===== src/atcst_defines.svh =====
`ifndef ATCST_DEFINES_SVH
`define ATCST_DEFINES_SVH

`define ATCST_REG_LIMIT 8'h00
`define ATCST_REG_WPROT 8'h04
`define ATCST_REG_UTIL 8'h08
`define ATCST_REG_STATUS 8'h0c
`define ATCST_REG_COUNT 8'h10
`define ATCST_LIMIT_DEFAULT 16'hffff
`define ATCST_WPROT_RESET 4'h0
`define ATCST_WPROT_LOCKED 4'h1
`define ATCST_CLK_HZ 100000000
`define ATCST_BAUD 9600
`define ATCST_STANDBY_MS 100
`define ATCST_RESUME_MS 400
`define ATCST_DONE_MS 1000
`define ATCST_CHARS 8
`define ATCST_DIGITS 5
`define ATCST_BIT_START 4'h0
`define ATCST_BIT_PARITY 4'h8
`define ATCST_BIT_STOP 4'h9
`define ATCST_CH_P 7'h50
`define ATCST_CH_PLUS 7'h2b
`define ATCST_CH_MINUS 7'h2d
`define ATCST_CH_ZERO 7'h30
`define ATCST_CH_CR 7'h0d
`define ATCST_CH_A 7'h41
`define ATCST_CH_L 7'h4c
`define ATCST_CH_M 7'h4d
`define ATCST_CH_DOT 7'h2e
`define ATCST_CH_HEX_A 7'h37

`endif


===== src/atcst_pkg.sv =====
package atcst_pkg;

    typedef enum logic [2:0] {
        ST_IDLE,
        ST_WAIT,
        ST_CONV,
        ST_SEND,
        ST_POST
    } atcst_state_t;

    typedef struct packed {
        logic [7:0] addr;
        logic [31:0] wdata;
        logic wr;
        logic rd;
    } atcst_bus_req_t;

endpackage


===== src/atcst_tx.sv =====
`timescale 1ns/1ps
`default_nettype none
`include "atcst_defines.svh"

// What this block does
// RQ1: frame goes out on the phase-A line.
// RQ2: start, 7 bits, even parity, stop; 9600 bps; 8 chars.
// RQ3: frame is P, sign, five digits, CR.
// RQ4: zero count sends five zeros.
// RQ5: default limit: -32768 to +32767, wrapping.
// RQ6: initial pulses use the division path.
// RQ7: sensor-on fall sends alarm contents.
// RQ8: sensor-on fall ignored under motor power.
// RQ9: limit 0 to 65535, default 65535, absolute only.
// RQ10: other limit: reverse at zero loads limit.
// RQ11: other limit: forward at limit gives zero.
// RQ12: limit is wanted count minus one.
// RQ13: limit unlike encoder raises mismatch.
// RQ14: alarm output high under mismatch.
// RQ15: limit copy shows done; refused under protect 0001.
// RQ16: new limit applies after power cycle.
// RQ17: single-turn reports zero.
// RQ18: standby and clear 100 ms after sensor-on.
// RQ19: pulses resume 400 ms after last char; the code passes them from the last stop bit on.
// RQ20: data bits lsb first.
module atcst_tx #(
    parameter int unsigned BIT_CYC = (`ATCST_CLK_HZ + `ATCST_BAUD / 2) / `ATCST_BAUD,
    parameter int unsigned STANDBY_CYC = `ATCST_CLK_HZ / 1000 * `ATCST_STANDBY_MS,
    parameter int unsigned RESUME_CYC = `ATCST_CLK_HZ / 1000 * `ATCST_RESUME_MS,
    parameter int unsigned DONE_CYC = `ATCST_CLK_HZ / 1000 * `ATCST_DONE_MS
) (
    input wire logic clk_sys_in,
    input wire logic rst_n_in,
    input wire atcst_pkg::atcst_bus_req_t bus_req_in,
    output logic [31:0] bus_rdata_out,
    input wire logic sensor_on_in,
    input wire logic motor_power_on_in,
    input wire logic div_pulse_a_in,
    input wire logic fwd_rev_in,
    input wire logic rev_rev_in,
    input wire logic abs_encoder_in,
    input wire logic single_turn_in,
    input wire logic [15:0] nv_limit_in,
    input wire logic [15:0] enc_limit_in,
    input wire logic [11:0] alarm_code_in,
    input wire logic other_alarm_in,
    output logic phase_a_pulse_out,
    output logic standby_clear_out,
    output logic alarm_out,
    output logic multiturn_limit_mismatch_alarm,
    output logic enc_limit_wr_out,
    output logic [15:0] enc_limit_data_out,
    output logic [15:0] multiturn_limit_setting,
    output logic util_done_out
);

    // hex digit to ascii
    function automatic logic [6:0] hex_char(input logic [3:0] nib);
        hex_char = (nib < 4'ha) ? (`ATCST_CH_ZERO + {3'h0, nib}) : (`ATCST_CH_HEX_A + {3'h0, nib});
    endfunction

    // decimal weight, digit 0 first
    function automatic logic [16:0] pow10(input logic [2:0] idx);
        case (idx)
            3'h0: pow10 = 17'h02710;
            3'h1: pow10 = 17'h003e8;
            3'h2: pow10 = 17'h00064;
            3'h3: pow10 = 17'h0000a;
            default: pow10 = 17'h00001;
        endcase
    endfunction

    // line level for one bit slot
    function automatic logic frame_bit(input logic [6:0] ch, input logic [3:0] slot);
        case (slot)
            `ATCST_BIT_START: frame_bit = 1'b0;
            `ATCST_BIT_PARITY: frame_bit = ^ch;
            `ATCST_BIT_STOP: frame_bit = 1'b1;
            default: frame_bit = ch[slot[2:0] - 3'h1];
        endcase
    endfunction

    // pin synchronisers
    logic sens_meta_q, sens_sync_q, sens_prev_q;
    logic pwr_meta_q, pwr_sync_q;

    always_ff @(posedge clk_sys_in or negedge rst_n_in)
    begin
        if (!rst_n_in)
        begin
            sens_meta_q <= 1'b0;
            sens_sync_q <= 1'b0;
            sens_prev_q <= 1'b0;
            pwr_meta_q <= 1'b0;
            pwr_sync_q <= 1'b0;
        end
        else
        begin
            sens_meta_q <= sensor_on_in;
            sens_sync_q <= sens_meta_q;
            sens_prev_q <= sens_sync_q;
            pwr_meta_q <= motor_power_on_in;
            pwr_sync_q <= pwr_meta_q;
        end
    end

    wire sens_rise = sens_sync_q & ~sens_prev_q;
    wire sens_fall = ~sens_sync_q & sens_prev_q;

    // configuration, straps and the revolution counter
    logic init_q, init_d;
    logic abs_q, abs_d;
    logic st_q, st_d;
    logic [15:0] act_limit_q, act_limit_d;
    logic [15:0] set_limit_q, set_limit_d;
    logic [3:0] wprot_q, wprot_d;
    logic [15:0] cnt_q, cnt_d;
    logic refused_q, refused_d;
    logic wr_pulse_q, wr_pulse_d;
    logic [31:0] done_tmr_q, done_tmr_d;
    logic [31:0] rdata_q, rdata_d;
    atcst_pkg::atcst_state_t state_q, state_d;
    logic mismatch;
    logic default_lim;

    assign default_lim = (act_limit_q == `ATCST_LIMIT_DEFAULT);
    assign mismatch = abs_q & (act_limit_q != enc_limit_in); // [RQ13]

    always_comb
    begin
        init_d = 1'b1;
        abs_d = abs_q;
        st_d = st_q;
        act_limit_d = act_limit_q;
        set_limit_d = set_limit_q;
        wprot_d = wprot_q;
        cnt_d = cnt_q;
        refused_d = refused_q;
        wr_pulse_d = 1'b0;
        done_tmr_d = done_tmr_q;
        rdata_d = 32'h0;
        // straps and limit caught once after reset (power-up)
        if (!init_q)
        begin
            abs_d = abs_encoder_in;
            st_d = single_turn_in;
            act_limit_d = nv_limit_in; // [RQ16]
        end
        // revolution count; both steps at once cancel out
        if (st_q)
        begin
            cnt_d = 16'h0; // [RQ17]
        end
        else if (fwd_rev_in & ~rev_rev_in)
        begin
            if (!default_lim && cnt_q == act_limit_q)
            begin
                cnt_d = 16'h0; // [RQ11]
            end
            else
            begin
                cnt_d = cnt_q + 16'h1; // [RQ5]
            end
        end
        else if (rev_rev_in & ~fwd_rev_in)
        begin
            if (!default_lim && cnt_q == 16'h0)
            begin
                cnt_d = act_limit_q; // [RQ10]
            end
            else
            begin
                cnt_d = cnt_q - 16'h1; // [RQ5]
            end
        end
        // writes; a new limit reaches only the nv store
        if (bus_req_in.wr)
        begin
            case (bus_req_in.addr)
                `ATCST_REG_LIMIT: set_limit_d = bus_req_in.wdata[15:0]; // [RQ9] [RQ16]
                `ATCST_REG_WPROT: wprot_d = bus_req_in.wdata[3:0];
                `ATCST_REG_UTIL:
                begin
                    if (bus_req_in.wdata[0])
                    begin
                        if (wprot_q == `ATCST_WPROT_LOCKED)
                        begin
                            refused_d = 1'b1; // [RQ15]
                        end
                        else
                        begin
                            refused_d = 1'b0;
                            wr_pulse_d = 1'b1; // [RQ15]
                            done_tmr_d = DONE_CYC;
                        end
                    end
                end
                default: ;
            endcase
        end
        if (done_tmr_q != 32'h0 && !wr_pulse_d)
        begin
            done_tmr_d = done_tmr_q - 32'h1; // [RQ15]
        end
        // register reads, answered in the next cycle
        if (bus_req_in.rd)
        begin
            case (bus_req_in.addr)
                `ATCST_REG_LIMIT: rdata_d = {16'h0, set_limit_q};
                `ATCST_REG_WPROT: rdata_d = {28'h0, wprot_q};
                `ATCST_REG_UTIL: rdata_d = {30'h0, refused_q, done_tmr_q != 32'h0};
                `ATCST_REG_STATUS: rdata_d = {act_limit_q, 9'h0, st_q, abs_q, mismatch, 1'b0, state_q};
                `ATCST_REG_COUNT: rdata_d = {16'h0, cnt_q};
                default: rdata_d = 32'h0;
            endcase
        end
    end

    always_ff @(posedge clk_sys_in or negedge rst_n_in)
    begin
        if (!rst_n_in)
        begin
            init_q <= 1'b0;
            abs_q <= 1'b0;
            st_q <= 1'b0;
            act_limit_q <= `ATCST_LIMIT_DEFAULT;
            set_limit_q <= `ATCST_LIMIT_DEFAULT;
            wprot_q <= `ATCST_WPROT_RESET;
            cnt_q <= 16'h0;
            refused_q <= 1'b0;
            wr_pulse_q <= 1'b0;
            done_tmr_q <= 32'h0;
            rdata_q <= 32'h0;
        end
        else
        begin
            init_q <= init_d;
            abs_q <= abs_d;
            st_q <= st_d;
            act_limit_q <= act_limit_d;
            set_limit_q <= set_limit_d;
            wprot_q <= wprot_d;
            cnt_q <= cnt_d;
            refused_q <= refused_d;
            wr_pulse_q <= wr_pulse_d;
            done_tmr_q <= done_tmr_d;
            rdata_q <= rdata_d;
        end
    end

    // frame sequencer
    logic [6:0] chars_q [`ATCST_CHARS];
    logic [6:0] chars_d [`ATCST_CHARS];
    logic [31:0] tmr_q, tmr_d;
    logic [16:0] mag_q, mag_d;
    logic [2:0] dig_q, dig_d;
    logic [3:0] acc_q, acc_d;
    logic [2:0] ci_q, ci_d;
    logic [3:0] slot_q, slot_d;
    logic is_alarm_q, is_alarm_d;
    logic line_q, line_d;
    logic clr_q, clr_d;

    always_comb
    begin
        state_d = state_q;
        chars_d = chars_q;
        tmr_d = tmr_q;
        mag_d = mag_q;
        dig_d = dig_q;
        acc_d = acc_q;
        ci_d = ci_q;
        slot_d = slot_q;
        is_alarm_d = is_alarm_q;
        clr_d = 1'b0;
        // outside a frame the line carries the divided pulses
        line_d = div_pulse_a_in; // [RQ1] [RQ6]
        case (state_q)
            atcst_pkg::ST_IDLE:
            begin
                if (abs_q && sens_rise)
                begin
                    state_d = atcst_pkg::ST_WAIT;
                    tmr_d = 32'h0;
                end
                else if (abs_q && sens_fall && !pwr_sync_q) // [RQ7] [RQ8]
                begin
                    chars_d[0] = `ATCST_CH_A;
                    chars_d[1] = `ATCST_CH_L;
                    chars_d[2] = `ATCST_CH_M;
                    chars_d[3] = hex_char(alarm_code_in[11:8]);
                    chars_d[4] = hex_char(alarm_code_in[7:4]);
                    chars_d[5] = hex_char(alarm_code_in[3:0]);
                    chars_d[6] = `ATCST_CH_DOT;
                    chars_d[7] = `ATCST_CH_CR;
                    is_alarm_d = 1'b1;
                    ci_d = 3'h0;
                    slot_d = 4'h0;
                    tmr_d = 32'h0;
                    state_d = atcst_pkg::ST_SEND;
                end
            end
            atcst_pkg::ST_WAIT:
            begin
                if (tmr_q == STANDBY_CYC - 1)
                begin
                    clr_d = 1'b1; // [RQ18]
                    chars_d[0] = `ATCST_CH_P; // [RQ3]
                    chars_d[7] = `ATCST_CH_CR;
                    // signed view only with the default limit; zero always takes '+'
                    if (default_lim && cnt_q[15])
                    begin
                        chars_d[1] = `ATCST_CH_MINUS;
                        mag_d = 17'h0 - {cnt_q[15], cnt_q};
                    end
                    else
                    begin
                        chars_d[1] = `ATCST_CH_PLUS; // [RQ4]
                        mag_d = {1'b0, cnt_q};
                    end
                    dig_d = 3'h0;
                    acc_d = 4'h0;
                    is_alarm_d = 1'b0;
                    state_d = atcst_pkg::ST_CONV;
                end
                else
                begin
                    tmr_d = tmr_q + 32'h1; // [RQ18]
                end
            end
            atcst_pkg::ST_CONV:
            begin
                // repeated subtraction, at most nine steps per digit
                if (mag_q >= pow10(dig_q))
                begin
                    mag_d = mag_q - pow10(dig_q);
                    acc_d = acc_q + 4'h1;
                end
                else
                begin
                    chars_d[dig_q + 3'h2] = `ATCST_CH_ZERO + {3'h0, acc_q}; // [RQ3] [RQ4]
                    acc_d = 4'h0;
                    dig_d = dig_q + 3'h1;
                    if (dig_q == 3'(`ATCST_DIGITS - 1))
                    begin
                        ci_d = 3'h0;
                        slot_d = 4'h0;
                        tmr_d = 32'h0;
                        state_d = atcst_pkg::ST_SEND;
                    end
                end
            end
            atcst_pkg::ST_SEND:
            begin
                line_d = frame_bit(chars_q[ci_q], slot_q); // [RQ1] [RQ2] [RQ20]
                if (tmr_q == BIT_CYC - 1)
                begin
                    tmr_d = 32'h0;
                    if (slot_q == `ATCST_BIT_STOP)
                    begin
                        slot_d = 4'h0;
                        ci_d = ci_q + 3'h1;
                        if (ci_q == 3'(`ATCST_CHARS - 1)) // [RQ2]
                        begin
                            state_d = is_alarm_q ? atcst_pkg::ST_IDLE : atcst_pkg::ST_POST;
                        end
                    end
                    else
                    begin
                        slot_d = slot_q + 4'h1;
                    end
                end
                else
                begin
                    tmr_d = tmr_q + 32'h1;
                end
            end
            atcst_pkg::ST_POST:
            begin
                // initial incremental pulses follow on the same divided path
                if (tmr_q == RESUME_CYC - 1)
                begin
                    state_d = atcst_pkg::ST_IDLE; // [RQ19]
                end
                else
                begin
                    tmr_d = tmr_q + 32'h1; // [RQ19]
                end
            end
            default: state_d = atcst_pkg::ST_IDLE;
        endcase
    end

    always_ff @(posedge clk_sys_in or negedge rst_n_in)
    begin
        if (!rst_n_in)
        begin
            state_q <= atcst_pkg::ST_IDLE;
            for (int i = 0; i < `ATCST_CHARS; i++)
            begin
                chars_q[i] <= 7'h0;
            end
            tmr_q <= 32'h0;
            mag_q <= 17'h0;
            dig_q <= 3'h0;
            acc_q <= 4'h0;
            ci_q <= 3'h0;
            slot_q <= 4'h0;
            is_alarm_q <= 1'b0;
            line_q <= 1'b1;
            clr_q <= 1'b0;
        end
        else
        begin
            state_q <= state_d;
            chars_q <= chars_d;
            tmr_q <= tmr_d;
            mag_q <= mag_d;
            dig_q <= dig_d;
            acc_q <= acc_d;
            ci_q <= ci_d;
            slot_q <= slot_d;
            is_alarm_q <= is_alarm_d;
            line_q <= line_d;
            clr_q <= clr_d;
        end
    end

    // outputs
    assign phase_a_pulse_out = line_q;
    assign standby_clear_out = clr_q;
    assign multiturn_limit_mismatch_alarm = mismatch;
    assign alarm_out = mismatch | other_alarm_in; // [RQ14]
    assign enc_limit_wr_out = wr_pulse_q;
    assign enc_limit_data_out = act_limit_q; // [RQ15]
    assign multiturn_limit_setting = set_limit_q;
    assign util_done_out = (done_tmr_q != 32'h0); // [RQ15]
    assign bus_rdata_out = rdata_q;

endmodule
`default_nettype wire

===== config.mk =====
export PLATFORM = sky130hd
export DESIGN_NAME = atcst_tx
export DESIGN_NICKNAME = d
export VERILOG_FILES = /design/src/atcst_pkg.sv /design/src/atcst_tx.sv
export VERILOG_INCLUDE_DIRS = /design/src /design/src/src
export SDC_FILE = /design/constraint.sdc
export NUM_CORES = 1
export LEC_CHECK = 0
export BUFFER_PORTS_ARGS = -buffer_cell sky130_fd_sc_hd__buf_2
export CAP_MARGIN = 40
export CORE_MARGIN = 1
export CORE_UTILIZATION = 61
export DETAILED_ROUTE_END_ITERATION = 12
export PLACE_DENSITY_LB_ADDON = 0.1
export SYNTH_ARGS = -nofsm -noshare
export SYNTH_HDL_FRONTEND = slang
export SYNTH_SLANG_ARGS = --single-unit

===== constraint.sdc =====
create_clock -name clk_sys_in -period 9.21 [get_ports clk_sys_in]
set_input_delay 0.921 -clock clk_sys_in [delete_from_list [all_inputs] [get_ports clk_sys_in]]
set_output_delay 0.921 -clock clk_sys_in [all_outputs]
set_load 0.02 [all_outputs]

; Word-level counts from Yosys, hierarchy flattened
; Index checks and enable logic that the tools add are counted.
[op_classes]
add_sub_neg = 19
order_cmp = 8
n_eq_ne = 36
muxes = 92
bitwise = 12
n_reduce_logical = 42
[op_table]
columns = cell, n
row1 = 32-bit 2-to-1 mux, 13
row2 = 32-bit case mux with 5 select lines, 2
row3 = 56-bit 2-to-1 mux, 3
row4 = 17-bit 2-to-1 mux, 6
row5 = 16-bit 2-to-1 mux, 5
row6 = 35-bit case mux with 2 select lines, 1
row7 = 3-bit 2-to-1 mux, 19
row8 = 56-bit bitwise mux, 1
row9 = 14-bit case mux with 4 select lines, 1
row10 = "6-bit by 4-bit adder with 7-bit output, first input constant", 7
row11 = 7-bit 2-to-1 mux, 7
row12 = 14-bit case mux with 3 select lines, 1
row13 = 17-bit case mux with 2 select lines, 1
row14 = "32-bit by 1-bit adder with 32-bit output, second input constant", 1
row15 = "32-bit by 14-bit == test with 1-bit output, second input constant", 1
row16 = "32-bit by 24-bit == test with 1-bit output, second input constant", 1
row17 = "32-bit by 26-bit == test with 1-bit output, second input constant", 1
row18 = 4-bit 2-to-1 mux, 8
row19 = 32-bit nonzero test, 1
row20 = "32-bit by 1-bit subtractor with 32-bit output, second input constant", 1
row21 = "2-bit inequality test, second input constant", 12
row22 = 7-bit binary-select mux with 3-bit select, 1
row23 = 7-bit demux with 3-bit select, 1
row24 = 7-bit case mux with 3 select lines, 1
row25 = 57 further kinds, 113
[word_totals]
reg_bits = 251
in_bits = 96
out_inout_bits = 70
word_cells = 243

; Logic depth before layout (Yosys ltp)
; Gate-level depths: netlist of run 1.
[depth]
word_depth = 9
depth_mapped = 14

; Worst setup path before layout of run 1
; Ideal clock, no wire load.
[synth_timing]
path_kind = reg2reg
start = register dig_q[0]
end = register tmr_q[31]
arrival_ps = 3268
t_required_ps = 9077
setup_slack_ps = 5809
stages_incl_launch_ff = 15
path_cell_list = dfrtp_1 > clkbuf_1 > inv_1 > ha_1 > o21ai_0 > ha_1 > a21o_1 > a21o_1 > a21oi_1 > o31ai_1 > o21ai_1 > a31oi_1 > clkbuf_1 > o31ai_1 > o41ai_1
[synth_via]
elab_chain_cells = 6
word_cells_on_any_way = 11
[synth_lines]
columns = item, line
row1 = "start, declared", atcst_tx.sv:256  ; logic [2:0] dig_q, dig_d;
row2 = "start signal, assigned", atcst_tx.sv:419  ; dig_q <= dig_d;
row3 = "3-bit by 2-bit == test with 1-bit output, or another cell as far along", atcst_tx.sv:64  ; case (idx)
row4 = 14-bit case mux with 4 select lines, atcst_tx.sv:64
row5 = 17-bit 2-to-1 mux, atcst_tx.sv:278  ; case (state_q)
row6 = 17-bit >= comparator, atcst_tx.sv:334  ; if (mag_q >= pow10(dig_q))
row7 = 2-bit inequality test (no source line), n/a
row8 = 6-bit AND reduction (no source line) (*), n/a
row9 = "end signal, assigned", atcst_tx.sv:417  ; tmr_q <= tmr_d;
row10 = "end, declared", atcst_tx.sv:254  ; logic [31:0] tmr_q, tmr_d;
; Every way passes the cells marked *; elsewhere a longest branch is shown, timed or not. The select of a mux whose other input is x is not followed.
; A chain may end at the register's enable or synchronous reset.

; Worst setup path after layout of run 1
[layout_timing]
start = register dig_q[0]
end = register ci_q[0]
[layout_via]
elab_chain_cells = 6
word_cells_on_any_way = 11
[layout_lines]
columns = item, line
row1 = "3-bit by 2-bit == test with 1-bit output, or another cell as far along", atcst_tx.sv:64
row2 = 14-bit case mux with 4 select lines, atcst_tx.sv:64
row3 = 17-bit 2-to-1 mux, atcst_tx.sv:278
row4 = 17-bit >= comparator, atcst_tx.sv:334
row5 = 2-bit inequality test (no source line), n/a
row6 = 7-bit AND reduction (no source line) (*), n/a
row7 = "end signal, assigned", atcst_tx.sv:421  ; ci_q <= ci_d;
row8 = "end, declared", atcst_tx.sv:258  ; logic [2:0] ci_q, ci_d;
; Marks and branches as above.

==> impl_metrics.json, run 1 <==
{
  "status": "finished, final reports clean",
  "synth_flop_cell": "sky130_fd_sc_hd__dfrtp_1",
  "die_height_um": 154,
  "grt_first_pass_wirelength_um": 59600,
  "n_fill_cell": 1746,
  "cts_repair_resize_count": 0,
  "power.combinational.fraction_pct": 37.9,
  "arrival_ns": 4.70,
  "grt_use_total_pct": 30.9,
  "p_switching_mw": 1.77,
  "power.static_leakage_nw": 7.16,
  "place_ws_ns": 5.04,
  "synth_async_sr_flop_share_pct": 100,
  "fin_setup_tns_ns": 0,
  "initial_utilization_pct": 62.4,
  "cts.hold.buffers_added": 0,
  "num_io_pins": 166,
  "tritoncts": "yes",
  "synth_edf_count": 0,
  "cts-root-buf": "sky130_fd_sc_hd__clkbuf_16",
  "port_buffers": 149,
  "rsz0062_at_grt": "false",
  "synth_top_cell_by_area": "sky130_fd_sc_hd__dfrtp_1",
  "route.vias.total": 12081,
  "routed_via_density": 6.30,
  "num_antenna_cells": 0,
  "placedCellCount": 1865,
  "finalSetupViolCount": 0,
  "clock-skew-final_ns": 0.0118,
  "critPathMaxFanout": 11,
  "maximum_number_of_pins_on_one_net_before_global_route_repair": 109,
  "first_pass_iters": 5,
  "clkSinkCount": 247,
  "synth_area_leaders": "sky130_fd_sc_hd__dfrtp_1, sky130_fd_sc_hd__dfstp_2, sky130_fd_sc_hd__nor2_1",
  "drt_wl_total_um": 35900,
  "post-layout-total-power_mw": 4.49,
  "sw_frac_of_total_pct": 39.3,
  "finish.utilization_pct": 70.6,
  "vdd.ir_drop.worst_v": 0.000190,
  "post-synth-top-count-cell": "sky130_fd_sc_hd__dfrtp_1",
  "synthesis.instances": 1500,
  "worst_slew_margin_rel_pct": 37.7,
  "crit_type": "reg -> reg",
  "period_share_pct": 46.5,
  "post_route_cells_drive_above_1_share_pct": 19.7,
  "final_net_count": 1740,
  "power_density_nw_per_um2": 281,
  "post-route-worst-setup-slack_ns": 4.92,
  "gp_congestion": 0.896,
  "grt-ovfl-total": 0,
  "insertion_delay_ns": 0.54,
  "timing.rr.start": "dig_q[0]",
  "route.detailed.drc": 0,
  "clock_tree.buffer_depth": 3,
  "chipWidth_um": 154,
  "p_seq_share_pct": 36.6,
  "finish.cell_count_without_fillers": 1917,
  "synth_largest_type_area_fraction_pct": 37.9,
  "worstSetupStartpointType": "register",
  "tightestPinTransition_ns": 0.925,
  "timing.hold.worst.start": "pwr_meta_q",
  "post-route-min-period_ns": 4.29,
  "yosys.cell_types.count": 87,
  "die-area_um2": 23800,
  "synthToLayoutAreaGrowth_pct": 13.2,
  "routed_wire_length_per_instance_um": 18.7,
  "drt_iter0_drc": 839,
  "cts-buffers-inserted": 28,
  "final_max_slew_viol_count": 0,
  "cts_htree_levels": 1,
  "number_of_max_cap_violations": 0,
  "synth.top_cells.by_count": "sky130_fd_sc_hd__dfrtp_1, sky130_fd_sc_hd__nor2_1, sky130_fd_sc_hd__nand2_1",
  "mappedNetlistNets": 1630,
  "hold_path.class": "reg -> reg",
  "crit_required_ns": 9.63,
  "postSynthRegisterBits": 247,
  "cts_setup_buffers": 0,
  "timing.critical_path.from": "dig_q[0]",
  "synth_area_um2": 14100,
  "via_count_of_the_first_global_routing_pass": 11647,
  "cts.reportedPaths.clkPinSlew_ns": 0.06,
  "place.detailed.hpwl_um": 25200,
  "core_box_area_um2": 22600,
  "hold_depth": 0,
  "clock_power_share_pct": 25.5,
  "end_kind": "register",
  "timing_hold_violations_final": 0,
  "fp-row-count": 55,
  "r2r_cells": 12,
  "postSynthAreaPerCell_um2": 9.41,
  "initial_antenna_violation_count": 0,
  "cellInternalPower_mw": 2.73,
  "synth_sequential_area_ratio_pct": 44.1,
  "antenna_violating_nets_post_route": 0,
  "clock.fmax_ghz": 0.233,
  "synth_warnings": 0
}
## state kept, by name (all words and copies together), names as in the netlist, 3 cells and up
signal / cells
chars_q: 52
bus_rdata_out: 32
done_tmr_q: 32
tmr_q: 32
mag_q: 17
cnt_q: 16
enc_limit_data_out: 16
multiturn_limit_setting: 16
acc_q: 4
slot_q: 4
wprot_q: 4
ci_q: 3
dig_q: 3
state_q: 3
## worst max-delay path: stages, from the launching register on
cell	delay [ns]
sky130_fd_sc_hd__dfrtp_1	0.55
sky130_fd_sc_hd__inv_1	0.22
sky130_fd_sc_hd__ha_1	0.26
sky130_fd_sc_hd__o21ai_0	0.30
sky130_fd_sc_hd__ha_1	0.37
sky130_fd_sc_hd__a21o_1	0.20
sky130_fd_sc_hd__a21o_1	0.19
sky130_fd_sc_hd__a21oi_1	0.25
sky130_fd_sc_hd__o31ai_1	0.14
sky130_fd_sc_hd__o21ai_1	0.53
sky130_fd_sc_hd__o21ai_0	0.48
sky130_fd_sc_hd__nand2b_1	0.37
sky130_fd_sc_hd__mux2_2	0.32
## power groups by stage
stage | Sequential (mW) | Clock (mW) | Combinational [mW]
after floorplan | 1.47 | 0 | 1.41
after global placement | 1.66 | 0 | 1.60
after global routing | 1.68 | 1.20 | 1.90
final | 1.65 | 1.14 | 1.70
after detailed placement | 1.65 | 0 | 1.67
after CTS | 1.64 | 1.16 | 1.69
## area by class of cell
type / count / area, µm² / share of cell area (%)
tap: 285 / 357 / 2.23
sequential: 247 / 6220 / 38.9
timing repair buffer: 164 / 912 / 5.71
clock inverter: 12 / 121 / 0.759
inverter: 59 / 226 / 1.42
multi-input combinational: 1110 / 7300 / 45.7
clock buffer: 40 / 847 / 5.30
## placed cells by master, fill, tap and decap left out, types with 7 or more instances in the layout
cell                        netlist  final
sky130_fd_sc_hd__dfrtp_1        214    214
sky130_fd_sc_hd__buf_2            4    148
sky130_fd_sc_hd__nor2_1         131    131
sky130_fd_sc_hd__nand2_1        119    119
sky130_fd_sc_hd__o21ai_0         85     85
sky130_fd_sc_hd__a21oi_1         81     81
sky130_fd_sc_hd__inv_1           56     56
sky130_fd_sc_hd__xnor2_1         53     53
sky130_fd_sc_hd__nor3_1          47     47
sky130_fd_sc_hd__nand3_1         47     47
sky130_fd_sc_hd__xor2_1          43     43
sky130_fd_sc_hd__mux2_2          41     41
sky130_fd_sc_hd__and3_1          36     36
sky130_fd_sc_hd__ha_1            33     33
sky130_fd_sc_hd__dfstp_2         33     33
sky130_fd_sc_hd__clkbuf_16        0     29
sky130_fd_sc_hd__o22ai_1         26     26
sky130_fd_sc_hd__nor4_1          22     22
sky130_fd_sc_hd__a31oi_1         22     22
sky130_fd_sc_hd__o31ai_1         21     21
sky130_fd_sc_hd__nand4_1         20     20
sky130_fd_sc_hd__mux2i_1         20     20
sky130_fd_sc_hd__o2bb2ai_1       19     19
sky130_fd_sc_hd__or3_1           18     18
sky130_fd_sc_hd__nor2b_1         16     16
sky130_fd_sc_hd__nand2b_1        15     15
sky130_fd_sc_hd__o22a_1          14     14
sky130_fd_sc_hd__a22oi_1         12     12
sky130_fd_sc_hd__buf_4            1     12
sky130_fd_sc_hd__a22o_1          11     11
sky130_fd_sc_hd__a21o_1          11     11
sky130_fd_sc_hd__a2bb2oi_1       10     10
sky130_fd_sc_hd__o211ai_1         9      9
sky130_fd_sc_hd__or4_1            8      8
sky130_fd_sc_hd__clkbuf_8         0      8
sky130_fd_sc_hd__nand3b_1         7      7
sky130_fd_sc_hd__and2_1           7      7
sky130_fd_sc_hd__clkinv_2         0      7
## per-layer routing
| metal | vias up | GRT usage (%) | share of wire, % |
|---|---|---|---|
| li1 | 5671 | - | - |
| met2 | 441 | 49.8 | 47 |
| met3 | 72 | 4.48 | 6.6 |
| met4 | 0 | 10.3 | 2.4 |
| met1 | 5897 | 43.1 | 44 |
| met5 | - | 0 | 0 |
## through the flow
stage | hold slack (ns) | cell area (µm²)
floorplan | 0.331 | 14100
global placement | 0.378 | 14900
detailed placement | 0.391 | 15000
CTS | 0.405 | 16000
global route | 0.410 | 16000
finish | 0.398 | 16000
## cells by family (layout without fill, tap and decap cells)
| group | Yosys count | in the layout | synth area share (%) |
|---|---|---|---|
| XOR/XNOR | 96 | 96 | 5.95 |
| flip-flops | 247 | 247 | 44.1 |
| other | 1 | 1 | 0.0266 |
| adder cells (fa/ha/maj) | 34 | 34 | 3.07 |
| AO/OA/AOI/OAI | 378 | 378 | 17.6 |
| multiplexers | 67 | 67 | 5.64 |
| buffers and inverters | 143 | 275 | 4.32 |
| AND/OR/NAND/NOR | 534 | 534 | 19.3 |
## path summary, 6_finish.rpt
kind                                   to  slack (ns)
max                               ci_q[0]        4.92
min                            pwr_sync_q        0.40
max reg2reg                       ci_q[0]        4.92
min reg2reg                    pwr_sync_q        0.40
max in group asynchronous  done_tmr_q[11]        7.42
min in group asynchronous     chars_q[23]        0.42
(Power assumes the default switching activity.)
==> run 2: changes to the inputs <==
Settings changed: CORE_UTILIZATION 61 to 54.
Clock period 9.21 ns to 3.7 ns, I/O delays scaled along.
==> run 2 against run 1 <==
Effect of this change:
- combinational power grew to 2.7 times the previous value
- global-route usage fell by 2.2 points
- cell area grew 1.5%
- clock power up 150%
- first-iteration DRC count increased by 11%
- power grew to 2.5 times the previous value
- worst setup slack worse by 4.8 ns
- die area is 13% higher
- register-to-register slack worse by 4.8 ns
- largest cell class unchanged
==> impl_metrics.json, run 2 (same netlist as run 1, synthesis figures left out) <==
{
  "cts.reportedPaths.clkPinSlew_ns": 0.06,
  "die-area_um2": 26800,
  "worstSetupStartpointType": "register",
  "ff_latch_area_um2": 6220,
  "clock_tree.buffer_depth": 3,
  "cts_htree_levels": 1,
  "drt_iter0_drc": 935,
  "gp_congestion": 0.896,
  "status": "finished, final reports clean",
  "clkSinkCount": 247,
  "final_max_slew_viol_count": 0,
  "number_of_max_cap_violations": 0,
  "route.vias.total": 12152,
  "timing.critical_path.slowest_stage_cell": "sky130_fd_sc_hd__a2111oi_1",
  "most-common-layout-cells": "sky130_fd_sc_hd__dfrtp_1, sky130_fd_sc_hd__buf_2, sky130_fd_sc_hd__nor2_1, sky130_fd_sc_hd__nand2_1, sky130_fd_sc_hd__o21ai_0",
  "route.detailed.drc": 0,
  "chipWidth_um": 164,
  "crit_required_ns": 4.12,
  "cp_num_cells": 12,
  "routed_wire_length_per_instance_um": 18.9,
  "end_kind": "register",
  "largest_register_ffs": 52,
  "hold_depth": 2,
  "worst_path_most_repeated_cell": "sky130_fd_sc_hd__ha_1",
  "num_antenna_cells": 0,
  "grt_first_pass_wirelength_um": 61800,
  "finish.utilization_pct": 63.9,
  "critPathMaxFanout": 7,
  "fin_setup_tns_ns": 0,
  "clock.fmax_ghz": 0.282,
  "arrival_ns": 3.96,
  "antenna_violating_nets_post_route": 0,
  "cts_setup_buffers": 0,
  "worst_slew_margin_rel_pct": 48.9,
  "routed_via_density": 6.12,
  "post_route_cells_drive_above_1_share_pct": 20.8,
  "fp-row-count": 58,
  "finish.cell_count_without_fillers": 1987,
  "synthToLayoutAreaGrowth_pct": 14.9,
  "multi_input_area_um2": 7310,
  "place.detailed.hpwl_um": 26400,
  "rsz0062_at_grt": "false",
  "critical_path_buf_inv_count": 1,
  "power_density_nw_per_um2": 696,
  "num_io_pins": 166,
  "crit_path_cell_trace": "inv_1 > ha_1 > nand2_1 > ha_1 > a2111oi_1 > o211a_1 > a31o_2 > a21oi_1 > nor3_1 > o21ai_0 > nand2b_1 > mux2_2",
  "power.static_leakage_nw": 7.28,
  "hold_path.class": "in -> reg",
  "first_pass_iters": 7,
  "post-route-min-period_ns": 3.54,
  "critPathMaxStageDelay_ns": 0.48,
  "critical_path.top_delay_family": "compound AO/OA/AOI/OAI gates",
  "core_box_area_um2": 25400,
  "die_height_um": 164,
  "timing_hold_violations_final": 0,
  "initial_utilization_pct": 55.6,
  "initial_antenna_violation_count": 0,
  "finalSetupViolCount": 0,
  "port_buffers": 149,
  "grt-ovfl-total": 0,
  "n_fill_cell": 2139,
  "maximum_number_of_pins_on_one_net_before_global_route_repair": 92,
  "grt_use_total_pct": 28.8,
  "layout.cells.most_common": "sky130_fd_sc_hd__dfrtp_1",
  "r2r_cells": 12,
  "cts-buffers-inserted": 27,
  "tightestPinTransition_ns": 0.766,
  "period_share_pct": 95.7,
  "largest_register": "chars_q",
  "via_count_of_the_first_global_routing_pass": 11691,
  "cts-root-buf": "sky130_fd_sc_hd__clkbuf_16",
  "placedCellCount": 1935,
  "crit_type": "reg -> reg",
  "drt_wl_total_um": 37500,
  "r2r_slack_ns": 0.16,
  "insertion_delay_ns": 0.55,
  "tritoncts": "yes",
  "clock-skew-final_ns": 0.0221,
  "vdd.ir_drop.worst_v": 0.000483,
  "final_net_count": 1767
}
run 2: worst paths after layout:
path | startpoint | to
min in group asynchronous | rst_n_in | chars_q[16]
max | dig_q[1] | ci_q[0]
max in group asynchronous | rst_n_in | tmr_q[3]
max reg2reg | dig_q[1] | ci_q[0]
min | nv_limit_in[0] | enc_limit_data_out[0]
min reg2reg | pwr_meta_q | pwr_sync_q
run 2: what timing repair did:
item | CTS | global route
hold endpoints to repair | 89 | 0
endpoints found under the setup margin | 0 | 66
hold buffers | 3 | 0
resized for setup | 0 | 5
run 2: area by class of cell:
| class | instances | share of cell area [%] |
|---|---|---|
| Clock buffer | 39 | 4.87 |
| Clock inverter | 10 | 0.841 |
| Inverter | 59 | 1.40 |
| Multi-Input combinational cell | 1110 | 45.1 |
| Sequential cell | 247 | 38.4 |
| Tap cell | 330 | 2.55 |
| Timing Repair Buffer | 192 | 6.93 |
run 2: report_power, final:
group / total (mW) / switching (mW) / internal [mW] / leakage (nW)
Clock: 2.81 / 1.12 / 1.69 / 0.460
Sequential: 3.94 / 0.682 / 3.26 / 3.11
Combinational: 4.54 / 2.63 / 1.91 / 3.71
Total: 11.3 / 4.43 / 6.86 / 7.28
run 2: stage by stage:
step                instance area [µm²]  power [mW]  hold WS, ns  setup WS (ns)
floorplan                         14100        7.16       0.0744          0.299
global placement                  15200        8.35        0.335          0.231
detailed placement                15300        8.46        0.339          0.159
CTS                               16200        11.3       0.0320          0.138
global route                      16200        12.0       0.0422        0.00151
finish                            16200        11.3       0.0484          0.158
run 2: layer usage:
metal / track usage [%] / part of all wire (%)
met2: 46.8 / 47
met5: 0 / 0
met1: 40.1 / 45
met4: 8.38 / 2.7
met3: 3.91 / 6.1
